===== config.mk =====
export PLATFORM = sky130hd
export DESIGN_NAME = fpr_host
export DESIGN_NICKNAME = d
export VERILOG_FILES = /design/src/rtl/fpr_pkg.sv /design/src/rtl/fpr_host.sv /design/src/rtl/fpr_wait_timer.sv
export SDC_FILE = /design/constraint.sdc
export NUM_CORES = 1
export LEC_CHECK = 0
export BUFFER_PORTS_ARGS = -buffer_cell sky130_fd_sc_hd__buf_2
export CAP_MARGIN = 20
export CELL_PAD_IN_SITES_DETAIL_PLACEMENT = 0
export CELL_PAD_IN_SITES_GLOBAL_PLACEMENT = 1
export CORE_MARGIN = 1.5
export CORE_UTILIZATION = 29
export DETAILED_ROUTE_END_ITERATION = 8
export MAX_ROUTING_LAYER = met4
export PLACE_DENSITY = 0.81
export SLEW_MARGIN = 0
export SYNTH_ARGS = -nofsm -noshare
export SYNTH_HDL_FRONTEND = slang
export SYNTH_SLANG_ARGS = --single-unit

===== constraint.sdc =====
create_clock -name mclk -period 1.5 [get_ports mclk]
set_clock_uncertainty 0.05 [all_clocks]
set_input_delay 0.075 -clock mclk [delete_from_list [all_inputs] [get_ports mclk]]
set_output_delay 0.075 -clock mclk [all_outputs]
set_load 0.02 [all_outputs]

===== src/rtl/fpr_pkg.sv =====
// Constants and types shared by the fuse PROM read controller
package fpr_pkg;
  // ==========================================================
  // Part geometry
  localparam int FPR_SMALL_AW = 11;
  localparam int FPR_LARGE_AW = 13;
  localparam int FPR_DW = 8;
  localparam int FPR_HOST_AW = 17;
  // ==========================================================
  // Access times in ns, clock period in ps
  localparam int FPR_CLK_PS = 25000;
  localparam int FPR_SMALL_AA_COM_NS = 45;
  localparam int FPR_SMALL_AA_MIL_NS = 55;
  localparam int FPR_SMALL_CS_NS = 25;
  localparam int FPR_LARGE_AA_FAST_COM_NS = 45;
  localparam int FPR_LARGE_AA_STD_COM_NS = 55;
  localparam int FPR_LARGE_AA_FAST_MIL_NS = 55;
  localparam int FPR_LARGE_AA_STD_MIL_NS = 65;
  localparam int FPR_LARGE_CS_FAST_COM_NS = 25;
  localparam int FPR_LARGE_CS_STD_COM_NS = 30;
  localparam int FPR_LARGE_CS_FAST_MIL_NS = 30;
  localparam int FPR_LARGE_CS_STD_MIL_NS = 35;
  localparam int FPR_NS_PS = 1000;
  localparam int FPR_CNT_W = 4;
  // Minimum wait rounds up to whole clocks, at least one
  function automatic int fpr_cycles(input int ns);
    int c;
    c = (ns * FPR_NS_PS + FPR_CLK_PS - 1) / FPR_CLK_PS;
    return (c < 1) ? 1 : c;
  endfunction : fpr_cycles
  // ==========================================================
  // Part selection codes, sequencer states and counter constants
  typedef enum logic [1:0] {
    FPR_SMALL_COM,
    FPR_SMALL_MIL,
    FPR_LARGE_COM,
    FPR_LARGE_MIL
  } fpr_part_t;
  typedef enum logic {
    FPR_STD,
    FPR_FAST
  } fpr_grade_t;
  typedef enum logic [1:0] {
    FPR_IDLE,
    FPR_WAIT,
    FPR_DONE
  } fpr_state_t;
  localparam logic [FPR_CNT_W-1:0] FPR_CNT_ZERO = 4'h0;
  localparam logic [FPR_CNT_W-1:0] FPR_CNT_ONE = 4'h1;
endpackage : fpr_pkg


===== src/rtl/fpr_host.sv =====
// Host read controller driving a byte-wide fuse PROM
module fpr_host
  import fpr_pkg::*;
(
  input wire logic mclk, // Clock, 40 MHz
  input wire logic arst_n, // Async reset, active low
  input wire fpr_part_t part, // Attached part and range
  input wire fpr_grade_t grade, // Large part speed grade
  input wire logic oc_mode, // High when part has open-collector data
  input wire logic rd_valid, // Read request
  input wire logic [fpr_pkg::FPR_HOST_AW-1:0] rd_addr, // Byte address
  output logic rd_ready, // Request accepted
  output logic [fpr_pkg::FPR_DW-1:0] rd_data, // Read data
  output logic rd_done, // One-cycle pulse with rd_data
  output logic [fpr_pkg::FPR_LARGE_AW-1:0] prom_addr, // Address pins
  output logic prom_sel1_n, // Select, active low
  output logic prom_sel2, // Select, active high (small part)
  output logic prom_sel3, // Select, active high (small part)
  input wire logic [fpr_pkg::FPR_DW-1:0] prom_data // Data pins as resolved
);
  // ==========================================================
  // Timing table
  localparam logic [FPR_CNT_W-1:0] SMALL_COM_CY =
    FPR_CNT_W'(fpr_cycles(FPR_SMALL_AA_COM_NS));
  localparam logic [FPR_CNT_W-1:0] SMALL_MIL_CY =
    FPR_CNT_W'(fpr_cycles(FPR_SMALL_AA_MIL_NS));
  localparam logic [FPR_CNT_W-1:0] LFC_CY =
    FPR_CNT_W'(fpr_cycles(FPR_LARGE_AA_FAST_COM_NS));
  localparam logic [FPR_CNT_W-1:0] LSC_CY =
    FPR_CNT_W'(fpr_cycles(FPR_LARGE_AA_STD_COM_NS));
  localparam logic [FPR_CNT_W-1:0] LFM_CY =
    FPR_CNT_W'(fpr_cycles(FPR_LARGE_AA_FAST_MIL_NS));
  localparam logic [FPR_CNT_W-1:0] LSM_CY =
    FPR_CNT_W'(fpr_cycles(FPR_LARGE_AA_STD_MIL_NS));
  // Select access is shorter than address access, and both are
  // started together, so address access governs the wait.
  localparam logic [FPR_CNT_W-1:0] SEL_SMALL_CY =
    FPR_CNT_W'(fpr_cycles(FPR_SMALL_CS_NS));
  localparam logic [FPR_CNT_W-1:0] SEL_LARGE_CY =
    FPR_CNT_W'(fpr_cycles(FPR_LARGE_CS_STD_MIL_NS));

  function automatic logic [FPR_CNT_W-1:0] max_cy(
    input logic [FPR_CNT_W-1:0] a,
    input logic [FPR_CNT_W-1:0] b
  );
    return (a > b) ? a : b;
  endfunction : max_cy

  fpr_state_t state_reg, state_next;
  logic [FPR_LARGE_AW-1:0] addr_reg, addr_next;
  logic sel_reg, sel_next;
  logic hit_reg, hit_next;
  logic [FPR_DW-1:0] data_reg, data_next;
  logic done_reg, done_next;
  logic [FPR_CNT_W-1:0] wait_cy;
  logic is_small;
  logic in_range;
  logic load;
  logic expired;

  assign is_small = (part == FPR_SMALL_COM) || (part == FPR_SMALL_MIL);

  // ==========================================================
  // Wait length per part
  always_comb begin
    unique case (part)
      FPR_SMALL_COM: wait_cy = max_cy(SMALL_COM_CY, SEL_SMALL_CY);
      FPR_SMALL_MIL: wait_cy = max_cy(SMALL_MIL_CY, SEL_SMALL_CY);
      FPR_LARGE_COM: wait_cy = max_cy((grade == FPR_FAST) ? LFC_CY : LSC_CY,
                                      SEL_LARGE_CY);
      FPR_LARGE_MIL: wait_cy = max_cy((grade == FPR_FAST) ? LFM_CY : LSM_CY,
                                      SEL_LARGE_CY);
    endcase
  end

  // Upper bits above the part's width must be zero for a hit
  always_comb begin
    if (is_small) begin
      in_range = (rd_addr >> FPR_SMALL_AW) == '0;
    end else begin
      in_range = (rd_addr >> FPR_LARGE_AW) == '0;
    end
  end

  fpr_wait_timer u_timer (
    .mclk(mclk),
    .arst_n(arst_n),
    .load(load),
    .cycles(wait_cy),
    .expired(expired)
  );

  // ==========================================================
  // Read sequencer
  always_comb begin
    state_next = state_reg;
    addr_next = addr_reg;
    sel_next = sel_reg;
    hit_next = hit_reg;
    data_next = data_reg;
    done_next = 1'b0;
    load = 1'b0;
    unique case (state_reg)
      FPR_IDLE: begin
        if (rd_valid) begin
          // Address and select held stable for the whole access
          addr_next = rd_addr[FPR_LARGE_AW-1:0];
          if (is_small) begin
            addr_next[FPR_LARGE_AW-1:FPR_SMALL_AW] = '0;
          end
          hit_next = in_range;
          sel_next = in_range;
          load = 1'b1;
          state_next = FPR_WAIT;
        end
      end
      FPR_WAIT: begin
        if (expired) begin
          // Released pins read high, so a miss returns zero instead
          data_next = hit_reg ? prom_data : '0;
          done_next = 1'b1;
          sel_next = 1'b0;
          state_next = FPR_DONE;
        end
      end
      FPR_DONE: begin
        state_next = FPR_IDLE;
      end
      // Unused state code falls back to idle
      default: begin
        state_next = FPR_IDLE;
      end
    endcase
  end

  always_ff @(posedge mclk or negedge arst_n) begin
    if (!arst_n) begin
      state_reg <= FPR_IDLE;
      addr_reg <= '0;
      sel_reg <= 1'b0;
      hit_reg <= 1'b0;
      data_reg <= '0;
      done_reg <= 1'b0;
    end else begin
      state_reg <= state_next;
      addr_reg <= addr_next;
      sel_reg <= sel_next;
      hit_reg <= hit_next;
      data_reg <= data_next;
      done_reg <= done_next;
    end
  end

  // ==========================================================
  // Pin drive
  assign prom_addr = addr_reg;
  assign prom_sel1_n = !sel_reg;
  assign prom_sel2 = sel_reg && is_small;
  assign prom_sel3 = sel_reg && is_small;
  assign rd_ready = (state_reg == FPR_IDLE);
  assign rd_data = data_reg;
  assign rd_done = done_reg;

  logic unused_oc;
  assign unused_oc = oc_mode;
endmodule : fpr_host


===== src/rtl/fpr_wait_timer.sv =====
// Down-counter that times the access wait
module fpr_wait_timer
  import fpr_pkg::*;
(
  input wire logic mclk, // Clock
  input wire logic arst_n, // Async reset
  input wire logic load, // Start the wait
  input wire logic [fpr_pkg::FPR_CNT_W-1:0] cycles, // Wait length
  output logic expired // High once the wait ran out
);
  logic [FPR_CNT_W-1:0] cnt_reg;
  logic [FPR_CNT_W-1:0] cnt_next;

  always_comb begin
    cnt_next = cnt_reg;
    if (load) begin
      cnt_next = cycles;
    end else if (cnt_reg != FPR_CNT_ZERO) begin
      cnt_next = cnt_reg - FPR_CNT_ONE;
    end
  end

  always_ff @(posedge mclk or negedge arst_n) begin
    if (!arst_n) begin
      cnt_reg <= FPR_CNT_ZERO;
    end else begin
      cnt_reg <= cnt_next;
    end
  end

  assign expired = (cnt_reg == FPR_CNT_ZERO) && !load;
endmodule : fpr_wait_timer


==> reports/results.txt <==
GRT Util Overall -> 14.3%
Vias/cell -> 4.28
initial antenna violation count -> 0
failing checks -> negative hold slack
RSZ-0062 raised after global routing -> yes
WL/cell -> 11.8 um
CTS buffer count -> 5
synthesized cell area -> 1330 um2
Residual DRC -> 0
# clock sinks -> 30
net count after synthesis -> 164
max_cap viols -> 0
hold slack -> -0.225 ps
post-route ant nets -> 0
DRT Wirelength -> 3160 um
footprint of the multi-input gates -> 498 um2
final worst slack -> 29.3 ps
vias post-DR -> 1146
DIE WIDTH -> 70.7 um
CTS H-Tree Depth -> 2
Setup violations, final -> 0
Worst setup SP type -> flip-flop
period utilization -> 98.0%
reg2reg path depth -> 6
gpl congestion -> 0.793
Layout Nets -> 248
worst-margin pin slew -> 672 ps
final setup TNS -> 0 ps
Syn Inst Count -> 131
initial core utilization -> 30.3%
hold path endpoint -> rd_data[6]
area grow syn2layout -> 48.2%
TritonCTS clock tree -> built
Clock Path Buffers -> 2
worst flop-to-flop path endpoint -> u_timer.cnt_reg[1]
sequential-to-total area share from yosys stat -> 56.5%
Fmax -> 680 MHz
Worst setup EP type -> flip-flop
outcome -> finished with violations
final hold violations -> 1
path type of the worst min-delay path -> in -> reg
# diodes -> 0
Core Util, Final -> 44.9%
Tmin final -> 1470 ps
total power -> 0.00357 W
worst ir drop on vdd -> 667 uV
Clock Latency Late Sink -> 280 ps
Pleak -> 1.03 nW
hold path cells -> 3
row cnt -> 24
Die Y -> 70.7 um
post-synth cell types -> 26
filler cell count -> 428
Reg2Reg Setup Slack -> 30 ps
max reg flops -> 13
Slew Limit Fails -> 0
critical path class -> reg -> reg
root buf cell -> clkbuf_8
CP required -> 1670 ps
aggregate global routing overflow -> 0
Avg Synthesized Cell Area -> 10.1 um2
Place WS -> -19.9 ps
Slew HR -> 55.2%
DP HPWL -> 2130 um
Max FO, Critical Path -> 4
initial drt markers -> 30
largest net degree at the start of global routing -> 31
number of port buffers -> 56
vias in the first global route -> 1204
hold wc startpoint -> prom_data[6]
PD cells -> 1810 nW/um2
core area -> 4380 um2
Seq cells post-synth -> 30
I/O pins -> 58
share of post-route cells with drive strength above 1 -> 38.0%
Worst-path clk slew -> 60 ps
die area -> 5000 um2
Synthesis Warnings -> 0
Register Area -> 751 um2
critical path arrival -> 1640 ps
reg-to-reg startpoint -> u_timer.cnt_reg[0]
first-pass GRT wire length -> 5440 um
Detailed Routing Iterations Pass 1 -> 3
[worst max-delay path, cell delays in order (launching register included)]
cell and delay (ps):
dfrtp_1 390, inv_2 80, ha_4 130, nor3b_4 200, buf_4 160, mux2_2 320
nand2_1 70
[area by class of cell]
cell class / instances / area share [%]
repair buffers: 82 / 26.6
clock buffers: 7 / 4.38
multi-input cells: 85 / 25.3
clock inverters: 1 / 0.254
flip-flops and latches: 30 / 38.1
well taps: 52 / 3.30
inverters: 11 / 2.10
[where the power goes]
part	switching, W	internal, W	total (W)
sequential	0.000216	0.00114	0.00136
combinational	0.000890	0.000659	0.00155
clock	0.000297	0.000369	0.000667
[metrics by stage]
stage,instance area (um2),cells
after floorplan,1340,131
after global placement,1660,238
after detailed placement,1660,238
after CTS,1960,267
after global routing,1970,268
final,1970,268
[worst max-delay path by stage]
stage / from / to / slack (ps)
3_5_place_dp: u_timer.cnt_reg[1] / rd_data[7] / -20
2_1_floorplan: u_timer.cnt_reg[1] / rd_data[0] / 9
5_1_grt: u_timer.cnt_reg[0] / rd_data[4] / -70
6_report: u_timer.cnt_reg[0] / u_timer.cnt_reg[1] / 30
3_3_place_gp: u_timer.cnt_reg[1] / rd_data[6] / 50
4_1_cts: u_timer.cnt_reg[0] / u_timer.cnt_reg[1] / 2
[cell usage in the layout (no fill, tap or decap)]
cell	synthesis	routed
buf_2	0	56
nand2_1	49	49
dfrtp_1	30	30
dlygate4sd3_1	0	19
inv_1	11	9
mux2i_1	9	9
nor2_1	7	7
buf_4	2	7
clkbuf_8	0	6
inv_2	0	2
mux2_2	2	2
and3b_2	1	2
nand3_1	2	2
nor3b_4	1	1
and3b_4	1	1
nor3b_2	1	1
or3b_1	1	1
xnor2_1	1	1
nor2b_1	1	1
nor3_2	1	1
a21oi_2	1	1
nor4_1	1	1
o211ai_1	1	1
o31ai_1	1	1
nor3_1	1	1
a211oi_1	1	1
ha_4	0	1
clkinv_2	0	1
clkbuf_1	0	1
[kinds of logic after synthesis]
kind of cell,Yosys count,share of synthesized area (%)
simple gates,67,23.4
flops,30,56.5
buf+inv,17,7.72
mux,11,8.47
compound gates,4,2.35
xor+xnor,1,0.659
fa+ha+maj,1,0.941
[per-layer routing]
metal	up-vias	track usage, %	wire length [um]
met1	529	17.4	1430
met3	2	3.42	147
li1	582	-	-
met2	33	23.5	1560
met4	0	4.40	29
met5	-	-	0
[cell usage after synthesis]
library cell	n	area, um2
buf_1	1	3.75
dfrtp_1	30	751
inv_1	11	41.3
ha_1	1	12.5
buf_4	2	15.0
xnor2_1	1	8.76
o31ai_1	1	7.51
nor3b_2	1	12.5
mux2_2	2	22.5
mux2i_1	9	90.1
nand2_1	49	184
nor3_1	1	5.00
o211ai_1	1	7.51
nand3_1	2	10.0
buf_12	1	20.0
nor2b_1	1	6.26
a211oi_1	1	7.51
buf_6	2	22.5
and3b_4	1	12.5
nor3_2	1	10.0
and3b_2	1	10.0
nor3b_4	1	18.8
nor4_1	1	6.26
nor2_1	7	26.3
or3b_1	1	8.76
a21oi_2	1	8.76
[repair_timing]
item / in CTS / in global routing
endpoints found under the setup margin: 4 / 12
setup buffers: 1 / 1
endpoints found under the hold margin: 48 / 0
hold buffers: 19 / 0
cloned: 1 / 0
gates resized for setup: 2 / 0
(Power assumes the default switching activity.)
